==> src/hw/pcc_map.vh <==
// Constants for the capture/compare module array: fields, mode codes, resets
`ifndef PCC_MAP_VH
`define PCC_MAP_VH

// Number of capture/compare modules sharing the counter
`define PCC_NUM_MOD 5

// Field positions in module_mode_reg
`define PCC_WIDE_PULSE 7
`define PCC_COMPARE_EN 6
`define PCC_RISE_CAP 5
`define PCC_FALL_CAP 4
`define PCC_MATCH_EN 3
`define PCC_TOGGLE_EN 2
`define PCC_PULSE_EN 1
`define PCC_FLAG_IRQ_EN 0

// Field positions in array_control_reg
`define PCC_CTL_OVF_FLAG 7
`define PCC_CTL_RUN 6
`define PCC_CTL_UNUSED 5
`define PCC_CTL_FLAG_HI 4
`define PCC_CTL_FLAG_LO 0

// Reset values
`define PCC_MODE_RST 8'h00
`define PCC_CMP_RST 8'h00
`define PCC_IO_RST 1'b0
`define PCC_FLAG_RST 1'b0

// Decoded operating modes
`define PCC_MD_NONE 3'h0
`define PCC_MD_CAPTURE 3'h1
`define PCC_MD_SW_TIMER 3'h2
`define PCC_MD_HS_OUT 3'h3
`define PCC_MD_FREQ_OUT 3'h4
`define PCC_MD_PULSE8 3'h5
`define PCC_MD_PULSE16 3'h6

`endif
==> src/hw/pcc_array.v <==
// Five capture/compare modules watching one shared 16-bit counter
`timescale 1ns/1ps
`include "pcc_map.vh"
module pcc_array (
    input wire clk,
    input wire rst_n,
    input wire [15:0] counter_value,
    input wire counter_tick,
    input wire counter_low_ovf,
    input wire counter_ovf,
    input wire counter_ovf_flag,
    input wire counter_run,
    input wire [4:0] mode_wr,
    input wire [7:0] mode_wdata,
    input wire [4:0] compare_low_wr,
    input wire [4:0] compare_high_wr,
    input wire [7:0] compare_wdata,
    input wire [4:0] flag_clr,
    input wire array_irq_enable,
    input wire global_irq_enable,
    input wire [4:0] module_io_line_in,
    output wire [4:0] module_io_line_out,
    output wire [4:0] module_io_line_oe,
    output wire [39:0] module_mode_rd,
    output wire [79:0] compare_word_rd,
    output wire [4:0] module_event_flag,
    output wire [7:0] array_control_rd,
    output wire irq
);

// Mode decode from the eight mode bits
// Unlisted combinations fall through to no mode
function [2:0] pcc_decode;
    input [7:0] m;
    reg caps;
    begin
        caps = m[`PCC_RISE_CAP] | m[`PCC_FALL_CAP];
        pcc_decode = `PCC_MD_NONE;
        if (caps && !m[`PCC_MATCH_EN] && !m[`PCC_TOGGLE_EN] && !m[`PCC_PULSE_EN]) begin
            pcc_decode = `PCC_MD_CAPTURE;
        end else if (!caps && m[`PCC_PULSE_EN] && !m[`PCC_TOGGLE_EN]) begin
            // Pulse modes decode regardless of compare enable so it can force low
            // wide select picks sixteen bits
            if (m[`PCC_WIDE_PULSE]) begin
                pcc_decode = `PCC_MD_PULSE16;
            end else begin
                pcc_decode = `PCC_MD_PULSE8;
            end
        end else if (!caps && m[`PCC_COMPARE_EN]) begin
            if (m[`PCC_PULSE_EN] && m[`PCC_TOGGLE_EN]) begin
                pcc_decode = `PCC_MD_FREQ_OUT;
            end else if (m[`PCC_MATCH_EN] && m[`PCC_TOGGLE_EN]) begin
                pcc_decode = `PCC_MD_HS_OUT;
            end else if (m[`PCC_MATCH_EN] && !m[`PCC_TOGGLE_EN]) begin
                pcc_decode = `PCC_MD_SW_TIMER;
            end
        end
    end
endfunction

// Modes in which the module drives its I/O line
// Pulse modes drive even with compare off, so the pin never floats
function pcc_drives;
    input [2:0] md;
    begin
        pcc_drives = (md == `PCC_MD_HS_OUT) || (md == `PCC_MD_FREQ_OUT) ||
                     (md == `PCC_MD_PULSE8) || (md == `PCC_MD_PULSE16);
    end
endfunction

wire [4:0] edge_rise;
wire [4:0] edge_fall;

genvar gi;
generate
for (gi = 0; gi < `PCC_NUM_MOD; gi = gi + 1) begin : g_mod

    reg [7:0] mode_q;
    reg [7:0] mode_d;
    reg [7:0] cmp_lo_q;
    reg [7:0] cmp_lo_d;
    reg [7:0] cmp_hi_q;
    reg [7:0] cmp_hi_d;
    reg io_q;
    reg io_d;
    reg flag_q;
    reg flag_d;
    reg event_set;

    wire [2:0] md;
    wire compare_en;
    wire match_en;
    wire [7:0] lo_eff;
    wire hit16;
    wire hit8;
    wire cap_ev;
    wire is_cap;
    wire is_freq;
    wire is_pulse8;
    wire [15:0] cmp_word;
    wire [7:0] freq_next;

    // line synchronised before edges are seen
    pcc_edge_sync u_sync (
        .clk(clk),
        .rst_n(rst_n),
        .pin_in(module_io_line_in[gi]),
        .rise(edge_rise[gi]),
        .fall(edge_fall[gi])
    );

    // each slice decodes its own bits
    assign md = pcc_decode(mode_q);
    assign compare_en = mode_q[`PCC_COMPARE_EN];
    assign match_en = mode_q[`PCC_MATCH_EN];

    // Shared mode tests, so every process agrees on the decode
    assign is_cap = (md == `PCC_MD_CAPTURE);
    assign is_freq = (md == `PCC_MD_FREQ_OUT);
    assign is_pulse8 = (md == `PCC_MD_PULSE8);
    assign cmp_word = {cmp_hi_q, cmp_lo_q};

    // next toggle point wraps like the counter low byte
    assign freq_next = cmp_lo_q + cmp_hi_q;

    // rollover uses the reloaded byte in the same cycle
    // reload makes high time 256 minus high byte
    assign lo_eff = (is_pulse8 && counter_low_ovf) ? cmp_hi_q : cmp_lo_q;
    // Compares only on a counter step, so a held count matches once
    assign hit16 = counter_tick && (counter_value == cmp_word);
    assign hit8 = counter_tick && (counter_value[7:0] == lo_eff);

    // edge selection by rise and fall bits
    assign cap_ev = is_cap &&
                    ((mode_q[`PCC_RISE_CAP] && edge_rise[gi]) ||
                     (mode_q[`PCC_FALL_CAP] && edge_fall[gi]));

    // Event that sets the module flag
    always @* begin
        event_set = 1'b0;
        case (md)
            `PCC_MD_CAPTURE: begin
                event_set = cap_ev;
            end
            `PCC_MD_SW_TIMER: begin
                event_set = hit16;
            end
            `PCC_MD_HS_OUT: begin
                // match enable is set here too
                event_set = hit16;
            end
            `PCC_MD_FREQ_OUT: begin
                // flag on each toggle, twice the wave rate
                event_set = hit8;
            end
            `PCC_MD_PULSE8: begin
                event_set = compare_en && match_en && hit8;
            end
            `PCC_MD_PULSE16: begin
                event_set = compare_en && match_en && hit16;
            end
            default: begin
                // undefined combos flag only on enabled match
                event_set = compare_en && match_en && hit16;
            end
        endcase
    end

    // Mode register and compare enable side effects
    always @* begin
        mode_d = mode_q;
        if (mode_wr[gi]) begin
            mode_d = mode_wdata;
        end
        // A mode write loses bit 6 to a byte write in the same cycle
        // byte writes steer compare enable, high byte last wins
        if (compare_low_wr[gi]) begin
            mode_d[`PCC_COMPARE_EN] = 1'b0;
        end
        if (compare_high_wr[gi]) begin
            mode_d[`PCC_COMPARE_EN] = 1'b1;
        end
    end

    // Low compare byte: software write beats hardware update
    always @* begin
        cmp_lo_d = cmp_lo_q;
        if (compare_low_wr[gi]) begin
            cmp_lo_d = compare_wdata;
        end else if (cap_ev) begin
            // low byte of the captured count
            cmp_lo_d = counter_value[7:0];
        end else if (is_freq && compare_en && hit8) begin
            // advance the next toggle point by the high byte
            // A high byte of zero keeps one toggle per 256 counts
            cmp_lo_d = freq_next;
        end else if (is_pulse8 && counter_low_ovf) begin
            // reload from own high byte on low-byte rollover
            cmp_lo_d = cmp_hi_q;
        end
    end

    // High compare byte
    always @* begin
        cmp_hi_d = cmp_hi_q;
        if (compare_high_wr[gi]) begin
            cmp_hi_d = compare_wdata;
        end else if (cap_ev) begin
            // high byte of the captured count
            cmp_hi_d = counter_value[15:8];
        end
    end

    // Output line behaviour per mode
    always @* begin
        io_d = io_q;
        case (md)
            `PCC_MD_HS_OUT: begin
                if (hit16) begin
                    io_d = ~io_q;
                end
            end
            `PCC_MD_FREQ_OUT: begin
                // match enable plays no part here
                if (hit8) begin
                    io_d = ~io_q;
                end
            end
            `PCC_MD_PULSE8: begin
                // compare enable clear forces zero duty
                if (!compare_en) begin
                    io_d = 1'b0;
                // match wins over rollover, giving full duty at zero
                end else if (hit8) begin
                    io_d = 1'b1;
                end else if (counter_low_ovf) begin
                    io_d = 1'b0;
                end
            end
            `PCC_MD_PULSE16: begin
                // compare enable clear forces zero duty
                if (!compare_en) begin
                    io_d = 1'b0;
                // high at match, low at 16-bit overflow
                end else if (hit16) begin
                    io_d = 1'b1;
                end else if (counter_ovf) begin
                    io_d = 1'b0;
                end
            end
            default: begin
                io_d = io_q;
            end
        endcase
    end

    // only software clears, and a new event beats the clear
    always @* begin
        flag_d = (flag_q & ~flag_clr[gi]) | event_set;
    end

    // Configuration bytes and mode
    always @(posedge clk or negedge rst_n) begin
        if (!rst_n) begin
            mode_q <= `PCC_MODE_RST;
            cmp_lo_q <= `PCC_CMP_RST;
            cmp_hi_q <= `PCC_CMP_RST;
        end else begin
            mode_q <= mode_d;
            cmp_lo_q <= cmp_lo_d;
            cmp_hi_q <= cmp_hi_d;
        end
    end

    // Line and flag; reset leaves the line low and undriven
    always @(posedge clk or negedge rst_n) begin
        if (!rst_n) begin
            io_q <= `PCC_IO_RST;
            flag_q <= `PCC_FLAG_RST;
        end else begin
            io_q <= io_d;
            flag_q <= flag_d;
        end
    end

    assign module_io_line_out[gi] = io_q;
    assign module_io_line_oe[gi] = pcc_drives(md);
    assign module_mode_rd[gi*8 +: 8] = mode_q;
    assign compare_word_rd[gi*16 +: 16] = cmp_word;
    assign module_event_flag[gi] = flag_q;

end
endgenerate

// Per-module flag interrupt enables gathered for the request
wire [4:0] flag_irq_enable;
generate
for (gi = 0; gi < `PCC_NUM_MOD; gi = gi + 1) begin : g_en
    assign flag_irq_enable[gi] = module_mode_rd[gi*8 + `PCC_FLAG_IRQ_EN];
end
endgenerate

// request needs all three enable levels
// any enabled flag raises it
// Level request; stays up until software clears the flag
assign irq = global_irq_enable && array_irq_enable &&
             (|(module_event_flag & flag_irq_enable));

// flags in bits 4..0 beside overflow flag and run bit
assign array_control_rd[`PCC_CTL_OVF_FLAG] = counter_ovf_flag;
assign array_control_rd[`PCC_CTL_RUN] = counter_run;
assign array_control_rd[`PCC_CTL_UNUSED] = 1'b0;
assign array_control_rd[`PCC_CTL_FLAG_HI:`PCC_CTL_FLAG_LO] = module_event_flag;

endmodule // pcc_array

==> src/hw/pcc_edge_sync.v <==
// Two-flop synchroniser and edge detector for one module I/O line
`timescale 1ns/1ps
module pcc_edge_sync (
    input wire clk,
    input wire rst_n,
    input wire pin_in,
    output wire rise,
    output wire fall
);

reg meta_q;
reg sync_q;
reg last_q;

always @(posedge clk or negedge rst_n) begin
    if (!rst_n) begin
        meta_q <= 1'b0;
        sync_q <= 1'b0;
        last_q <= 1'b0;
    end else begin
        meta_q <= pin_in;
        sync_q <= meta_q;
        last_q <= sync_q;
    end
end

// Edges seen only after the second flop, one pulse per transition
assign rise = sync_q & ~last_q;
assign fall = ~sync_q & last_q;

endmodule // pcc_edge_sync

==> config.mk <==
export PLATFORM = sky130hd
export DESIGN_NAME = pcc_array
export DESIGN_NICKNAME = d
export VERILOG_FILES = /design/src/hw/pcc_array.v /design/src/hw/pcc_edge_sync.v
export VERILOG_INCLUDE_DIRS = /design/src /design/src/hw
export SDC_FILE = /design/constraint.sdc
export NUM_CORES = 1
export LEC_CHECK = 0
export BUFFER_PORTS_ARGS = -buffer_cell sky130_fd_sc_hd__clkbuf_2
export CAP_MARGIN = 20
export CELL_PAD_IN_SITES_DETAIL_PLACEMENT = 1
export CELL_PAD_IN_SITES_GLOBAL_PLACEMENT = 2
export CORE_MARGIN = 2
export CORE_UTILIZATION = 38
export CTS_BUF_LIST = sky130_fd_sc_hd__clkbuf_8
export DETAILED_ROUTE_END_ITERATION = 8
export PLACE_DENSITY_LB_ADDON = 0.1
export SETUP_SLACK_MARGIN = 0.05
export SYNTH_ARGS = -nofsm -noshare
export SYNTH_HDL_FRONTEND = slang
export SYNTH_SLANG_ARGS = --single-unit
==> constraint.sdc <==
create_clock -name clk -period 7.3 [get_ports clk]
set_input_delay 0 -clock clk [delete_from_list [all_inputs] [get_ports clk]]
set_output_delay 0 -clock clk [all_outputs]
set_load 0.005 [all_outputs]
### After elaboration in Yosys (flattened, before gate mapping)

Index checks and enable logic that the tools add are counted.

| storage, ports and cells | value |
|---|---|
| register bits after elaboration | 145 |
| bits of input ports | 66 |
| output and inout port bits | 144 |

| operators by class | value |
|---|---|
| $add $sub $neg | 5 |
| equal/unequal tests | 60 |
| muxes and demuxes | 122 |
| bitwise logic cells | 46 |
| reduce and logical (&&, ||, !) cells | 168 |

Operators with widths:

| operator | number |
|---|---|
| $mux W8 | 30 |
| $logic_and A1 B1 Y1 | 102 |
| $eq A16 B16 Y1 | 5 |
| $mux W3 | 20 |
| $eq A3 B3 Y1 const B | 15 |
| $mux W1 | 42 |
| $add A8 B8 Y8 | 5 |
| $eq A8 B8 Y1 | 5 |
| $ne A4 B4 Y1 const B | 10 |
| $pmux W1 S4 | 10 |
| $mux W7 | 5 |
| $eq A3 B2 Y1 const B | 10 |
| $mux W2 | 15 |
| $reduce_and A5 Y1 | 5 |
| $logic_not A1 Y1 | 20 |
| $logic_or A1 B1 Y1 | 20 |
| $ne A2 B2 Y1 const B | 10 |
| $not A1 Y1 | 20 |
| $reduce_bool A4 Y1 | 5 |
| $and A1 B1 Y1 | 15 |
| $eq A3 B1 Y1 const B | 5 |
| $reduce_bool A3 Y1 | 5 |
| $or A1 B1 Y1 | 10 |
| $reduce_bool A2 Y1 | 5 |
| 3 further kinds | 7 |

### Longest topological paths before layout

| logic depth | value |
|---|---|
| depth in word-level cells | 17 |
| gate-level depth with buffers | 10 |
| depth with buffers taken out | 10 |

### Modules after synthesis

A second synthesis with hierarchy kept.

| unflattened totals | value |
|---|---|
| cells, all modules | 1,310 |
| area, all modules | 11,220.8 µm² |

Modules (own cells, without submodules):

| module | instances | cells an instance | area an instance (µm²) | seq. area each (µm²) |
|---|---|---|---|---|
| pcc_array | 1 | 1,285 | 10,770.3 | 3,253.1 |
| pcc_edge_sync | 5 | 5 | 90.1 | 75.1 |

### Least setup slack after synthesis

Ideal clock, no wire load.

| timing | value |
|---|---|
| path type | flip-flop to flip-flop |
| start point | register g_mod[4].mode_q[2] |
| end point | register g_mod[4].cmp_lo_q[0] |
| setup time | 0.126 ns |
| data arrival time | 3.127 ns |
| slack | 4.047 ns |
| stages on the path, launching flop included | 11 |
| clock period less this slack | 3.253 ns |
| cell sequence | dfrtp_1 buf_6 or4b_1 buf_2 nor3_4 mux2_2 a2111oi_4 nand4b_1 buf_6 mux2_4 a221o_1 |

| on the way | value |
|---|---|
| cells in the longest elaborated chain, start to end | 17 |
| elaborated cells between the ends (all ways) | 26 |
| classes of those cells | eq/ne: 4; mux: 10; reduce/logical: 12 |

RTL lines:

| element | RTL line | text |
|---|---|---|
| start: declaration | pcc_array.v:78 | `reg [7:0] mode_q;` |
| start signal: assignment | pcc_array.v:265 | `` mode_q <= `PCC_MODE_RST; `` |
| start signal: assignment | pcc_array.v:269 | `mode_q <= mode_d;` |
| $logic_not A1 Y1 | pcc_array.v:39, pcc_array.v:41, pcc_array.v:54 |  |
| $logic_and A1 B1 Y1 | pcc_array.v:54 | `` end else if (m[`PCC_MATCH_EN] && !m[`PCC_TOGGLE_EN]) begin `` |
| $mux W2 | pcc_array.v:54 |  |
| $mux W2 | pcc_array.v:52 | `` end else if (m[`PCC_MATCH_EN] && m[`PCC_TOGGLE_EN]) begin `` |
| $mux W3 | pcc_array.v:50 | `` if (m[`PCC_PULSE_EN] && m[`PCC_TOGGLE_EN]) begin `` |
| $mux W3 | pcc_array.v:49 | `` end else if (!caps && m[`PCC_COMPARE_EN]) begin `` |
| $mux W3 | pcc_array.v:41 | `` end else if (!caps && m[`PCC_PULSE_EN] && !m[`PCC_TOGGLE_EN]) begin `` |
| $mux W3 (*) | pcc_array.v:39 | `` if (caps && !m[`PCC_MATCH_EN] && !m[`PCC_TOGGLE_EN] && !m[`PCC_PULSE_EN]) begin `` |
| [2 not listed] | n/a |  |
| $mux W8 | n/a |  |
| $eq A8 B8 Y1 | pcc_array.v:131 | `assign hit8 = counter_tick && (counter_value[7:0] == lo_eff);` |
| $logic_and A1 B1 Y1 | pcc_array.v:131 |  |
| $logic_and A1 B1 Y1 | pcc_array.v:193 | `end else if (is_freq && compare_en && hit8) begin` |
| $mux W8 | pcc_array.v:193 |  |
| $mux W8 (*) | pcc_array.v:190 | `end else if (cap_ev) begin` |
| $mux W8 (*) | pcc_array.v:188 | `if (compare_low_wr[gi]) begin` |
| net g_mod[4].cmp_lo_d[0] | pcc_array.v:81 | `reg [7:0] cmp_lo_d;` |
| end signal: assignment | pcc_array.v:266 | `` cmp_lo_q <= `PCC_CMP_RST; `` |
| end signal: assignment | pcc_array.v:270 | `cmp_lo_q <= cmp_lo_d;` |
| end: declaration | pcc_array.v:80 | `reg [7:0] cmp_lo_q;` |

Mark *: on every way through the listed nets, which the timed path passes. The rest lies on a longest branch.
A chain may end at the register's enable or synchronous reset.

### Worst setup path in the final report

| timing | value |
|---|---|
| start point | register g_mod[4].mode_q[4] |
| end point | register g_mod[4].cmp_lo_q[0] |

| on the way | value |
|---|---|
| cells in the longest elaborated chain, start to end | 15 |
| elaborated cells between the ends (all ways) | 26 |
| classes of those cells | eq/ne: 4; mux: 7; bitwise: 1; reduce/logical: 14 |

RTL lines:

| element | RTL line | text |
|---|---|---|
| $or A1 B1 Y1 | pcc_array.v:37 | `` caps = m[`PCC_RISE_CAP] \| m[`PCC_FALL_CAP]; `` |
| $logic_not A1 Y1 | pcc_array.v:41, pcc_array.v:49 |  |
| $logic_and A1 B1 Y1 (on tied branches) | pcc_array.v:49, pcc_array.v:41 |  |
| $mux W3 or $logic_and A1 B1 Y1 (tied branches) | pcc_array.v:49, pcc_array.v:41 |  |
| $mux W3 | pcc_array.v:41 |  |
| $mux W3 | pcc_array.v:39 |  |
| $eq A3 B3 Y1 | n/a |  |
| $logic_and A1 B1 Y1 | pcc_array.v:128 | `assign lo_eff = (is_pulse8 && counter_low_ovf) ? cmp_hi_q : cmp_lo_q;` |
| $mux W8 | n/a |  |
| $eq A8 B8 Y1 | pcc_array.v:131 |  |
| $logic_and A1 B1 Y1 | pcc_array.v:131 |  |
| $logic_and A1 B1 Y1 | pcc_array.v:193 |  |
| $mux W8 | pcc_array.v:193 |  |
| $mux W8 (*) | pcc_array.v:190 |  |
| $mux W8 (*) | pcc_array.v:188 |  |
| net g_mod[4].cmp_lo_d[0] | pcc_array.v:81 |  |

Marked as above.

==> metrics.md <==
| Metric | Value |
|---|---|
| Clock tree from TritonCTS | `done` |
| Effective utilization at floorplan | `38.7%` |
| Die height | `178 um` |
| Transition at the pin with the smallest max-transition slack | `1.04 ns` |
| Final slew viol count | `0` |
| Area enclosed by the die boundary | `0.0318 mm2` |
| Setup Buffers After CTS | `0` |
| Area of placed instances | `0.0127 mm2` |
| Sum Neg Setup Slack | `0 ns` |
| Multi-input combinational cell area | `0.00726 mm2` |
| H-tree depth | `4` |
| Hold_ws | `0.00000197 ns` |
| Net count of the finished layout | `1587` |
| Switching part of the total power | `38.2%` |
| Count of distinct cell types in the synthesized netlist | `86` |
| Combinational cell fraction of total power | `32.1%` |
| Main flop type after synthesis | `dfrtp_1` |
| Post-route worst setup slack | `3.33 ns` |
| Hold violation count in the final report | `0` |
| Top library cells by usage in the layout, fill and taps aside | `203 x clkbuf_2, 145 x dfrtp_1, 104 x nand2_1` |
| CTS Buffer Depth | `2` |
| Clock edge transition at the registers on the reported setup and hold paths | `0.10 ns` |
| Gate Count Post-Synth | `1316` |
| Register area share after synthesis | `31.4%` |
| Worst hold-check path type | `input port to output pin` |
| Count of buffers from port buffering | `204` |
| Flop and latch count out of synthesis | `145` |
| Setup repair after global routing missed its margin | `false` |
| Horizontal die dimension | `178 um` |
| Result of the run | `completed` |
| Worst Path Class, Setup | `register to register` |
| Fraction of synthesis flops using an asynchronous set or reset pin | `100%` |
| Number of filler instances in the final layout | `3562` |
| Clk Latency, worst-skew pair | `0.47 ns` |
| Kind of start point of the critical path | `register` |
| Critical path peak fanout | `10` |
| Maximum capacitance violations | `0` |
| Power density normalized to cell area | `194 mW/mm2` |
| Area occupied by registers | `0.00363 mm2` |
| Clock Sink Count | `145` |
| Average wire length per cell after detail routing | `24.8 um` |
| Largest vdd supply drop | `0.000102 V` |
| Number of nets with antenna violations after detailed routing | `0` |
| Share of power burned in registers | `40.8%` |
| Total routing resource utilization after global routing | `29.5%` |
| Synth Net Count | `1422` |
| Area growth from synthesis to layout | `16.6%` |
| Routability-driven placement congestion ratio | `0.892` |
| Drt via density | `5.96` |
| Critical Path End Type | `register` |
| Worst setup skew after layout | `0.0252 ns` |
| Clock group share of total power | `27.1%` |
| Vias | `11234` |
| Total DRC errors in the routed layout | `0` |
| Leakage power | `5.86 nW` |
| Cell area after layout | `0.0135 mm2` |
| Cell-internal power | `1.61 mW` |
| Cts-stage hold buffer count | `33` |
| Num ports | `210` |
| Number of antenna repair diodes | `0` |
| Drt first-iter violations | `767` |
| Number of detailed-route iterations in the first pass | `5` |
| Number of rows created at floorplan | `63` |
| Cell types occupying the most area after synthesis | `dfrtp_1 31%, mux2i_1 6.9%, mux2_2 4.6%` |
| Period utilisation layout | `54.3%` |
| Maximum number of pins on one net before global-route repair | `82` |
| Endpoints failing setup | `0` |
| Share of the synthesized area in the top cell type | `31.4%` |
| Resize count post-CTS | `0` |
| Number of CTS-inserted buffers | `17` |
| Arrival time at the worst endpoint | `4.33 ns` |
| Max_slew headroom | `30.0%` |
| Fraction of layout instances using a drive strength above 1 | `21.2%` |
| Post-detailed-placement half-perimeter wirelength | `34100 um` |
| Setup Slack @ Placement | `3.34 ns` |
| Detailed Route WL | `46700 um` |
| Switching component of the power | `996 uW` |
| Post-synth design cell area | `0.0115 mm2` |
| Standard cell core area | `0.0298 mm2` |
| Post-layout minimum cycle time | `3.97 ns` |
| Via count of the first global-routing pass | `11044` |
| Wire length of the first global-routing pass | `69600 um` |
| Initial antenna violation count | `1` |
| Achievable Freq | `252 MHz` |
| Leftover overflow at the end of global routing | `0` |
| Required time of the worst setup path | `7.66 ns` |
| Most area-hungry cell type in the Yosys netlist | `dfrtp_1` |
| Avg Synthesized Cell Area | `8.77 um2` |
| Number of flops mapped to enable cells by yosys | `0` |
| Synthesis warning total | `0` |
| Most common cell after layout, fill and taps aside | `clkbuf_2` |
| Clock root buffer | `clkbuf_8` |
## synth_stat cells (10+ instances only)
library cell    n
o22ai_1        10
buf_4          18
inv_1          55
nand3_1        32
xor2_1         49
a2111oi_0      10
nor4_1         15
a221oi_1       10
o221ai_1       10
nor2b_1        37
nand3b_1       11
clkbuf_1       59
mux2_2         47
mux2_1         10
nand4_1        15
o21ai_0        55
nor3b_1        20
ha_1           35
nand2_1       104
o21ai_1        36
a21oi_1        77
nor2_1         71
dfrtp_1       145
nand2b_1       20
buf_1          17
nor3_1         26
mux2i_1        79
xnor2_1        48
## layout make-up
| cell class | instances | share of cell area (%) |
|---|---|---|
| Tap cell | 390 | 3.63 |
| Sequential cell | 145 | 27.0 |
| Inverter | 59 | 1.65 |
| Clock buffer | 18 | 1.84 |
| Multi-Input combinational cell | 1010 | 54.0 |
| Timing Repair Buffer | 248 | 10.7 |
| Clock inverter | 14 | 1.23 |
## routing by layer
layer / vias up / global-route usage [%] / wire length, um
met5: - / 0 / 10
met4: 2 / 7.52 / 810
met3: 52 / 3.47 / 2740
met2: 398 / 47.5 / 21300
met1: 5673 / 42.1 / 21900
li1: 5109 / - / -
## final timing paths
path,cells after the start,end,from,slack [ns]
setup / recovery,7,g_mod[4].cmp_lo_q[0],g_mod[4].mode_q[4],3.33
hold reg to reg,0,g_mod[0].u_sync.sync_q,g_mod[0].u_sync.meta_q,0.35
setup reg to reg,7,g_mod[4].cmp_lo_q[0],g_mod[4].mode_q[4],3.33
max in group asynchronous,3,g_mod[3].mode_q[7],rst_n,5.68
hold / removal,0,array_control_rd[7],counter_ovf_flag,0.000002
min in group asynchronous,2,g_mod[1].flag_q,rst_n,0.16
## cells by family (layout without fill, tap and decap cells)
kind of cell	count (synthesis)	in the layout	synth area share, %
buffers and inverters	161	339	6.02
DFF	145	145	31.4
muxes	138	138	12.7
xor gates and xnor gates	97	97	7.36
AOI/OAI and AO/OA	331	331	19.2
other	1	1	0.0325
and+or+nand+nor	403	403	18.6
adders and majority gates	40	40	4.66
## sequential cells by signal (all words and copies together) (netlist names)
signal / cells
g_mod.mode_q: 40
g_mod.u_sync.meta_q: 5
g_mod.u_sync.last_q: 5
g_mod.io_q: 5
g_mod.cmp_lo_q: 40
g_mod.flag_q: 5
g_mod.u_sync.sync_q: 5
g_mod.cmp_hi_q: 40
## power by group through the flow
| stage | Combinational (mW) | Sequential, mW | Clock (mW) |
|---|---|---|---|
| detailed placement | 0.818 | 1.08 | 0 |
| global route | 0.926 | 1.08 | 0.748 |
| global placement | 0.800 | 1.08 | 0 |
| CTS | 0.836 | 1.06 | 0.719 |
| floorplan | 0.570 | 1.00 | 0 |
| finish | 0.838 | 1.06 | 0.706 |
## worst max-delay path, stage by stage (launching register included)
cell and delay, ns:
dfrtp_1 0.47, or4b_1 0.70, nor3_4 0.45, mux2_2 0.43
a2111oi_4 0.39, nand4b_1 0.60, mux2_4 0.50, a221o_1 0.31
## per-stage QoR
step | total power, mW | instances | util, %
after floorplan | 1.57 | 1316 | -
after global placement | 1.88 | 1818 | 42.6
after detailed placement | 1.90 | 1818 | 42.6
after CTS | 2.62 | 1883 | 45.1
after global routing | 2.75 | 1884 | 45.1
final | 2.61 | 1884 | 45.1
Note: power is estimated with default switching activity, not from simulation.
